===== src/delim_params.svh =====
// Constants for the delimiter select and detect block: register offsets,
// reset values and widths. Included by the package users; holds definitions only.
`ifndef DELIM_PARAMS_SVH
`define DELIM_PARAMS_SVH
`define DELIM_A_BYTE1_ADDR 8'h3a
`define DELIM_A_BYTE2_ADDR 8'h3b
`define DELIM_A_BYTE3_ADDR 8'h3c
`define DELIM_A_BYTE4_ADDR 8'h3d
`define DELIM_B_BYTE1_ADDR 8'h3e
`define DELIM_B_BYTE2_ADDR 8'h3f
`define DELIM_B_BYTE3_ADDR 8'h40
`define DELIM_B_BYTE4_ADDR 8'h41
`define DELIM_BYTE_RESET 8'ha7
`define DELIM_SHORT_MAX 3'h2
`define DELIM_HALF_BITS 16
`define DELIM_FULL_BITS 32
`endif


===== src/delim_pkg.sv =====
// Types shared by the delimiter select and detect block.
// Assumes the constants header is included by the files that need numbers.
package delim_pkg;
  typedef enum logic [1:0] {
    TX_IDLE,
    TX_SEND
  } tx_state_t;
  typedef enum logic [1:0] {
    MATCH_NONE,
    MATCH_UNCODED,
    MATCH_CODED
  } match_kind_t;
endpackage : delim_pkg


===== src/delim_matcher.sv =====
// Bit-serial delimiter comparator: shifts received bits and compares the
// window against one uncoded and one coded pattern of the chosen length.
// Assumes rx_bit_valid_i is a one-cycle strobe from logic on clk_i.
`timescale 1ns/1ps
`include "delim_params.svh"
module delim_matcher (
  // Clock and reset.
  input wire logic clk_i,
  input wire logic reset_i,
  // Received bit stream.
  input wire logic rx_bit_i,
  input wire logic rx_bit_valid_i,
  input wire logic search_en_i,
  // Patterns and compare width in bits.
  input wire logic [31:0] uncoded_i,
  input wire logic [31:0] coded_i,
  input wire logic coded_en_i,
  input wire logic [5:0] nbits_i,
  // Results, combinational from the shift register.
  output logic uncoded_hit_o,
  output logic coded_hit_o
);
  logic [31:0] shift_q;
  logic [31:0] mask_w;
  logic [5:0] count_q;
  logic full_w;

  // Mask selects the newest nbits received bits.
  assign mask_w = (nbits_i >= 6'd32) ? 32'hffff_ffff : ((32'h1 << nbits_i) - 32'h1);
  assign full_w = (count_q >= nbits_i);
  // Compare on every bit once the window holds enough bits.
  assign uncoded_hit_o = rx_bit_valid_i & search_en_i & full_w &
                         (((shift_q ^ uncoded_i) & mask_w) == 32'h0);
  assign coded_hit_o = rx_bit_valid_i & search_en_i & full_w & coded_en_i &
                       (((shift_q ^ coded_i) & mask_w) == 32'h0);

  // The shift register is compared on the next bit strobe after the newest bit lands.
  always_ff @(posedge clk_i) begin
    if (reset_i || !search_en_i) begin
      shift_q <= 32'h0;
      count_q <= 6'h0;
    end else if (rx_bit_valid_i) begin
      shift_q <= {shift_q[30:0], rx_bit_i};
      if (count_q != 6'd32) count_q <= count_q + 6'd1;
    end
  end
endmodule : delim_matcher


===== src/delim_select.sv =====
// Delimiter select and detect top: byte register port, transmit shifter and
// receive search. Assumes a register port on clk_i and bit strobes on clk_i.
`timescale 1ns/1ps
`include "delim_params.svh"
module delim_select (
  // Clock and reset.
  input wire logic clk_i,
  input wire logic reset_i,
  // Byte register port.
  input wire logic [7:0] reg_addr_i,
  input wire logic reg_wr_i,
  input wire logic [7:0] reg_wdata_i,
  output logic [7:0] reg_rdata_o,
  // Configuration bits.
  input wire logic delim_group_select_i,
  input wire logic fec_enable_bit_i,
  input wire logic [2:0] delim_len_i,
  input wire logic channel_assess_done_i,
  // Transmit side.
  input wire logic preamble_done_i,
  input wire logic tx_bit_req_i,
  output logic tx_bit_o,
  output logic tx_active_o,
  // Receive side.
  input wire logic rx_search_i,
  input wire logic rx_bit_i,
  input wire logic rx_bit_valid_i,
  output logic delim_detect_o,
  output logic fec_decode_o
);
  logic [7:0] pat_a_q [4];
  logic [7:0] pat_b_q [4];
  logic [31:0] pat_a_w;
  logic [31:0] pat_b_w;
  logic [31:0] sel_w;
  logic short_w;
  logic [5:0] nbits_w;
  logic [31:0] tx_word_w;
  logic [31:0] uncoded_w;
  logic [31:0] coded_w;
  logic dual_w;
  logic uncoded_hit_w;
  logic coded_hit_w;
  logic [7:0] rdata_w;
  delim_pkg::tx_state_t tx_state_q;
  logic [31:0] tx_shift_q;
  logic [5:0] tx_left_q;
  logic tx_bit_q;
  logic tx_active_q;
  logic detect_q;
  logic fec_q;
  logic [7:0] rdata_q;
  logic [2:0] len_w;

  // Byte registers: one generate loop for the four bytes of each pattern.
  for (genvar i = 0; i < 4; i++) begin : g_byte
    always_ff @(posedge clk_i) begin
      if (reset_i) begin
        pat_a_q[i] <= `DELIM_BYTE_RESET;
        pat_b_q[i] <= `DELIM_BYTE_RESET;
      end else if (reg_wr_i) begin
        if (reg_addr_i == `DELIM_A_BYTE1_ADDR + 8'(i)) pat_a_q[i] <= reg_wdata_i;
        if (reg_addr_i == `DELIM_B_BYTE1_ADDR + 8'(i)) pat_b_q[i] <= reg_wdata_i;
      end
    end
  end

  // Byte 1 is the first byte on air in a four-byte or coded two-byte delimiter, so it is the most significant byte.
  assign pat_a_w = {pat_a_q[0], pat_a_q[1], pat_a_q[2], pat_a_q[3]};
  assign pat_b_w = {pat_b_q[0], pat_b_q[1], pat_b_q[2], pat_b_q[3]};
  assign sel_w = delim_group_select_i ? pat_b_w : pat_a_w;

  // Length is clamped to 1..4 bytes; zero acts as one byte.
  assign len_w = (delim_len_i == 3'h0) ? 3'h1 : ((delim_len_i > 3'h4) ? 3'h4 : delim_len_i);
  assign short_w = (len_w <= `DELIM_SHORT_MAX);
  assign nbits_w = {len_w, 3'h0};

  // Transmit word: half selected by FEC for short, full word for long.
  assign tx_word_w = !short_w ? sel_w :
                     (fec_enable_bit_i ? {16'h0, sel_w[31:16]} : {16'h0, sel_w[15:0]});

  // Receive patterns: dual search only for short delimiter with FEC on.
  assign dual_w = short_w & fec_enable_bit_i;
  assign uncoded_w = short_w ? {16'h0, sel_w[15:0]} : sel_w;
  assign coded_w = {16'h0, sel_w[31:16]};

  // Register read mux; unmapped addresses read as zero.
  assign rdata_w = (reg_addr_i >= `DELIM_A_BYTE1_ADDR && reg_addr_i <= `DELIM_A_BYTE4_ADDR) ?
                   pat_a_q[2'(reg_addr_i - `DELIM_A_BYTE1_ADDR)] :
                   (reg_addr_i >= `DELIM_B_BYTE1_ADDR && reg_addr_i <= `DELIM_B_BYTE4_ADDR) ?
                   pat_b_q[2'(reg_addr_i - `DELIM_B_BYTE1_ADDR)] : 8'h0;

  // Read data is registered so the port comes straight from a flip-flop.
  always_ff @(posedge clk_i) begin
    if (reset_i) rdata_q <= 8'h0;
    else rdata_q <= rdata_w;
  end

  // Transmit shifter, loaded right after the preamble, MSB first.
  always_ff @(posedge clk_i) begin
    if (reset_i) begin
      tx_state_q <= delim_pkg::TX_IDLE;
      tx_shift_q <= 32'h0;
      tx_left_q <= 6'h0;
      tx_bit_q <= 1'b0;
      tx_active_q <= 1'b0;
    end else begin
      unique case (tx_state_q)
        delim_pkg::TX_IDLE: begin
          tx_active_q <= 1'b0;
          if (preamble_done_i) begin
            tx_shift_q <= tx_word_w << (6'd32 - nbits_w);
            tx_left_q <= nbits_w;
            tx_active_q <= 1'b1;
            tx_state_q <= delim_pkg::TX_SEND;
          end
        end
        delim_pkg::TX_SEND: begin
          if (tx_bit_req_i) begin
            tx_bit_q <= tx_shift_q[31];
            tx_shift_q <= {tx_shift_q[30:0], 1'b0};
            tx_left_q <= tx_left_q - 6'd1;
            if (tx_left_q == 6'd1) begin
              tx_active_q <= 1'b0;
              tx_state_q <= delim_pkg::TX_IDLE;
            end
          end
        end
        default: tx_state_q <= delim_pkg::TX_IDLE;
      endcase
    end
  end

  // The matcher reports a window one strobe after its last bit arrives; the
  // sender must follow the delimiter with at least one more bit strobe.
  delim_matcher u_matcher (
    .clk_i(clk_i),
    .reset_i(reset_i),
    .rx_bit_i(rx_bit_i),
    .rx_bit_valid_i(rx_bit_valid_i),
    .search_en_i(rx_search_i),
    .uncoded_i(uncoded_w),
    .coded_i(coded_w),
    .coded_en_i(dual_w),
    .nbits_i(nbits_w),
    .uncoded_hit_o(uncoded_hit_w),
    .coded_hit_o(coded_hit_w)
  );

  // Detect pulse is independent of the assessment-done flag, which is only
  // observed, never used to gate reception. Coded match wins a tie.
  always_ff @(posedge clk_i) begin
    if (reset_i) begin
      detect_q <= 1'b0;
      fec_q <= 1'b0;
    end else begin
      detect_q <= uncoded_hit_w | coded_hit_w;
      if (coded_hit_w) fec_q <= 1'b1;
      else if (uncoded_hit_w) fec_q <= 1'b0;
    end
  end

  // Every output is a plain copy of a register, with no logic after it.
  assign reg_rdata_o = rdata_q;
  assign tx_bit_o = tx_bit_q;
  assign tx_active_o = tx_active_q;
  assign delim_detect_o = detect_q;
  assign fec_decode_o = fec_q;

  // Assertions. The detect and flag checks watch the registered results, so a broken gate in the
  // matcher or the flag logic shows up here rather than only at the pins.
  a_det_coded_a: assert property (@(posedge clk_i) disable iff (reset_i)
    coded_hit_w |=> delim_detect_o && fec_decode_o) else $error("coded hit lost");
  a_det_unc_a: assert property (@(posedge clk_i) disable iff (reset_i)
    (uncoded_hit_w && !coded_hit_w) |=> delim_detect_o && !fec_decode_o)
    else $error("uncoded hit wrong");
  a_single_nofec_a: assert property (@(posedge clk_i) disable iff (reset_i)
    (!dual_w && (uncoded_hit_w || coded_hit_w)) |=> !fec_decode_o)
    else $error("coded search when single");
  a_detect_cca_a: assert property (@(posedge clk_i) disable iff (reset_i)
    (uncoded_hit_w && !channel_assess_done_i) |=> delim_detect_o)
    else $error("detect gated by assessment");
  a_sel_group_a: assert property (@(posedge clk_i) disable iff (reset_i)
    delim_group_select_i |-> sel_w == pat_b_w) else $error("group select wrong");
  a_tx_long_a: assert property (@(posedge clk_i) disable iff (reset_i)
    !short_w |-> tx_word_w == sel_w) else $error("long word wrong");
  a_tx_short_a: assert property (@(posedge clk_i) disable iff (reset_i)
    (short_w && fec_enable_bit_i) |-> tx_word_w[15:0] == sel_w[31:16])
    else $error("short coded half wrong");
  a_reset_val_a: assert property (@(posedge clk_i)
    (!reset_i && $past(reset_i)) |->
    pat_a_w == {4{`DELIM_BYTE_RESET}} && pat_b_w == {4{`DELIM_BYTE_RESET}})
    else $error("reset pattern wrong");
  a_write_a: assert property (@(posedge clk_i) disable iff (reset_i)
    (reg_wr_i && reg_addr_i == `DELIM_A_BYTE4_ADDR) |=> pat_a_w[7:0] == $past(reg_wdata_i))
    else $error("byte write lost");
  a_tx_start_a: assert property (@(posedge clk_i) disable iff (reset_i)
    (tx_state_q == delim_pkg::TX_IDLE && preamble_done_i) |=> tx_active_o)
    else $error("tx not started");
  a_tx_end_a: assert property (@(posedge clk_i) disable iff (reset_i)
    (tx_state_q == delim_pkg::TX_SEND && tx_bit_req_i && tx_left_q == 6'd1) |=>
    !tx_active_o && tx_state_q == delim_pkg::TX_IDLE) else $error("tx not ended");
  a_fec_hold_a: assert property (@(posedge clk_i) disable iff (reset_i)
    !(uncoded_hit_w || coded_hit_w) |=> $stable(fec_decode_o))
    else $error("fec flag moved without match");
  a_rdata_zero_a: assert property (@(posedge clk_i) disable iff (reset_i)
    !(reg_addr_i inside {[`DELIM_A_BYTE1_ADDR:`DELIM_B_BYTE4_ADDR]}) |=> reg_rdata_o == 8'h00)
    else $error("unmapped read not zero");
  c_coded_c: cover property (@(posedge clk_i) coded_hit_w);
  c_uncoded_c: cover property (@(posedge clk_i) uncoded_hit_w && dual_w);
  c_long_c: cover property (@(posedge clk_i) uncoded_hit_w && !short_w);
  c_tx_c: cover property (@(posedge clk_i) tx_active_o ##1 !tx_active_o);
  c_long_fec_c: cover property (@(posedge clk_i) uncoded_hit_w && !short_w && fec_enable_bit_i);
endmodule : delim_select


===== config.mk =====
export PLATFORM = sky130hd
export DESIGN_NAME = delim_select
export DESIGN_NICKNAME = d
export VERILOG_FILES = /design/src/delim_pkg.sv /design/src/delim_matcher.sv /design/src/delim_select.sv
export VERILOG_INCLUDE_DIRS = /design/src
export SDC_FILE = /design/constraint.sdc
export NUM_CORES = 1
export LEC_CHECK = 0
export CAP_MARGIN = 15
export CORE_AREA = 2 2 122 124
export CTS_BUF_LIST = sky130_fd_sc_hd__clkbuf_8
export CTS_CLUSTER_DIAMETER = 60
export DETAILED_ROUTE_END_ITERATION = 10
export DIE_AREA = 0 0 124 126
export DONT_BUFFER_PORTS = 1
export PLACE_DENSITY_LB_ADDON = 0.05
export SLEW_MARGIN = 25
export SYNTH_ARGS = -nofsm -noshare
export SYNTH_HDL_FRONTEND = slang
export SYNTH_SLANG_ARGS = --single-unit

===== constraint.sdc =====
create_clock -name clk_i -period 3.65 [get_ports clk_i]
set_input_delay 0.1825 -clock clk_i [delete_from_list [all_inputs] [get_ports clk_i]]
set_output_delay 0.1825 -clock clk_i [all_outputs]
set_load 0.005 [all_outputs]

==> results.yml <==
synth:
  syn_nets: 868
  yosys.area.top_type: "edfxtp_1"
  avgSynthCellArea_um2: 10.2
  ys_seq_elements: 153
  ys_top_cells_by_area: "edfxtp_1 23%, dfxtp_1 21%, mux2i_1 8.5%"
  async_flop_share: 0
  syn_area_mm2: 0.00844
  ys_seq_area_frac: 0.439
  synth_cell_types: 60
  yosysWarnings: 0
  synthCells: 826
  synth_edf_count: 64
  ys.flop_type: "dfxtp_1"
  synth_top_area_share: 0.228
cells_and_area:
  instances_no_fill: 1028
  syn_to_final_growth_pct: 8.51
  antennaDiodeCount: 0
  multi_input_area_mm2: 0.00449
  fin_nets: 873
  regArea_mm2: 0.00370
  postLayoutCoreUtil: 0.640
  nFillCells: 1182
  layout-drive-gt1-share: 0.120
die:
  die_area_mm2: 0.0156
  coreArea_mm2: 0.0143
  rows: 44
  initial_utilization: 0.590
  io-pin-count: 42
  chipWidth_um: 124
  die_y_um: 126
worst_setup_path:
  cp.required_ns: 4.04
  path_max_fanout: 6
  end_kind: "flop"
  crit_type: "flop to flop"
  start_kind: "flop"
  arrival_ns: 3.04
power_and_ir_drop:
  powerDensity_mw_per_mm2: 417
  sequentialPowerShare: 0.501
  ir_drop_v: 0.000294
  switching_share: 0.286
  power_frac_clock: 0.346
  p_leak_nw: 3.44
  internal_power_w: 0.00273
  p_comb_frac: 0.153
  power.switching_w: 0.00109
clock_tree:
  clkLatencyLatePin_ns: 0.46
  cts_htree_levels: 4
  cts.sinks: 153
  cts_tree: "built"
  cts-root-buf: "clkbuf_8"
  holdBufCountCts: 13
  cts_buffers: 17
  ctsResizeCount: 0
  postCtsSetupRepairBufs: 0
  cts.path.max_buffers: 2
  path_clk_slew_ns: 0.09
global_route:
  grt_max_degree: 40
  grt_pass1_vias: 6366
  grt_antenna_before_repair: 0
  grt_first_pass_wirelength_mm: 33.8
  grt_overflow: 0
  grt_use_total: 0.287
min_path:
  hold_class: "primary input to flop"
detailed_routing:
  wl_per_cell_um: 21.0
  via_per_inst: 6.27
  drt_iter0_drc: 609
  routed-via-count: 6450
  first_pass_iters: 7
  wl_mm: 21.6
  drc: 0
  ant_nets: 0
sta:
  layout_setup_ws_ns: 1.00
  period_share: 0.726
  max-slew-margin-rel: 0.322
  worst_slew_pin_slew_ns: 1.01
  period_needed_ns: 2.65
  grt_setup_unrepaired: "no"
  hold_viol: 0
  finalClockSkew_ns: 0.0103
  maxSlewViolCount: 0
  hold_ws_ns: 0.0137
  finalSetupTns_ns: 0
  max_freq_ghz: 0.377
  setup_viol: 0
placement:
  dpl.cell_count: 982
  place_congestion: 0.910
  numPortBuffers: 0
  hpwl_mm: 15.4
  place_ws_ns: 0.715
flow_run:
  cap_violations: 0
run_status:
  outcome: "complete, no violations"
==> cell usage after synthesis, drive strengths merged (2+ instances only) <==
cell type,instances
inv,13
mux2,15
mux4,20
o21a,2
dfxtp,89
nand3,9
or3,3
o22ai,5
nor4b,3
mux2i,73
nand2,35
a2111oi,2
o32ai,2
ha,12
xor2,21
a31o,2
clkbuf,34
a21o,4
o221ai,2
a2bb2oi,6
buf,11
o21ai,56
edfxtp,64
o2bb2ai,2
nand2b,47
nor4,10
a221oi,2
a21oi,32
nand3b,4
a22oi,10
nor2,99
or2,5
nor2b,4
o211a,12
a21boi,2
nand4,4
xnor2,29
and2,24
a211oi,26
nor3,20
==> routing by layer <==
| layer | vias up | share of wire | track usage |
|---|---|---|---|
| met1 | 3145 | 0.41 | 0.358 |
| met2 | 233 | 0.50 | 0.480 |
| li1 | 3024 | - | - |
| met3 | 48 | 0.060 | 0.0593 |
| met4 | 0 | 0.030 | 0.119 |
| met5 | - | 0 | 0 |
==> registers in the layout, indices dropped and copies added (netlist names) <==
name               cells
u_matcher.shift_q     32
reg_rdata_o            8
delim_detect_o         1
tx_shift_q            32
tx_state_q             1
pat_a_q               32
tx_left_q              6
tx_bit_o               1
tx_active_o            1
u_matcher.count_q      6
pat_b_q               32
fec_decode_o           1
==> final timing paths <==
kind                                        endpoint           start  slack [ns]  cells after the start
worst max-delay path                  delim_detect_o   pat_b_q[0][1]         1.0                      7
worst min-delay path            u_matcher.count_q[3]  rx_bit_valid_i        0.01                      3
worst min register to register              tx_bit_o        tx_bit_o        0.48                      2
worst max register to register        delim_detect_o   pat_b_q[0][1]         1.0                      7
==> through the flow <==
step           area (um2)  power (W)
2_1_floorplan        8440    0.00238
3_3_place_gp         8580    0.00247
3_5_place_dp         8590    0.00249
4_1_cts              9140    0.00383
5_1_grt              9160    0.00396
6_report             9160    0.00382
==> critical path, cell delays in order, from the launching register on <==
cell and delay (ns):
edfxtp_1 0.42, mux2i_1 0.76, xor2_1 0.20, nand4_1 0.11
o41ai_1 0.42, o2111ai_1 0.18, nor3_1 0.33, o21bai_1 0.17
==> placed cells by master (no fill, tap or decap), drive strengths merged, types with 5 or more instances in the layout <==
| cell | synthesis | routed |
|---|---|---|
| mux2i | 73 | 73 |
| nor4 | 10 | 10 |
| dlygate4sd3 | 0 | 12 |
| a211oi | 26 | 26 |
| o21ai | 56 | 56 |
| xnor2 | 29 | 29 |
| a22oi | 10 | 10 |
| nor2 | 99 | 99 |
| mux4 | 20 | 20 |
| o22ai | 5 | 5 |
| dfxtp | 89 | 89 |
| or2 | 5 | 5 |
| mux2 | 15 | 15 |
| xor2 | 21 | 21 |
| nand2b | 47 | 47 |
| nor3 | 20 | 20 |
| clkinv | 1 | 6 |
| nand3 | 9 | 9 |
| o211a | 12 | 12 |
| nand2 | 35 | 35 |
| inv | 13 | 19 |
| edfxtp | 64 | 64 |
| ha | 12 | 12 |
| a21oi | 32 | 32 |
| a2bb2oi | 6 | 6 |
| buf | 11 | 19 |
| clkbuf | 34 | 17 |
| and2 | 24 | 24 |
==> cell families (layout without fill, tap and decap cells) <==
logic type	after synthesis	after routing	share of synthesized area
XOR/XNOR	50	50	0.0519
AND/OR/NAND/NOR	269	269	0.159
adder cells (fa/ha/maj)	12	12	0.0178
buffers and inverters	59	77	0.0323
AO/OA/AOI/OAI	175	175	0.139
flip-flops	153	153	0.439
multiplexers	108	108	0.162
==> cell type report <==
cell class | instances | share of cell area
inverter | 14 | 0.00574
clock inverter | 15 | 0.0183
clock buffer | 17 | 0.0255
timing repair buffer | 31 | 0.0314
tap | 184 | 0.0251
multi-input combinational | 614 | 0.490
sequential | 153 | 0.404
==> power by group through the flow <==
stage          clock network, W  logic, W  registers (W)
5_1_grt                 0.00141  0.000631        0.00192
4_1_cts                 0.00134  0.000576        0.00191
3_3_place_gp                  0  0.000526        0.00195
3_5_place_dp                  0  0.000535        0.00195
2_1_floorplan                 0  0.000451        0.00193
6_report                0.00132  0.000583        0.00191
No activity file was read; power rests on OpenSTA's default activity.
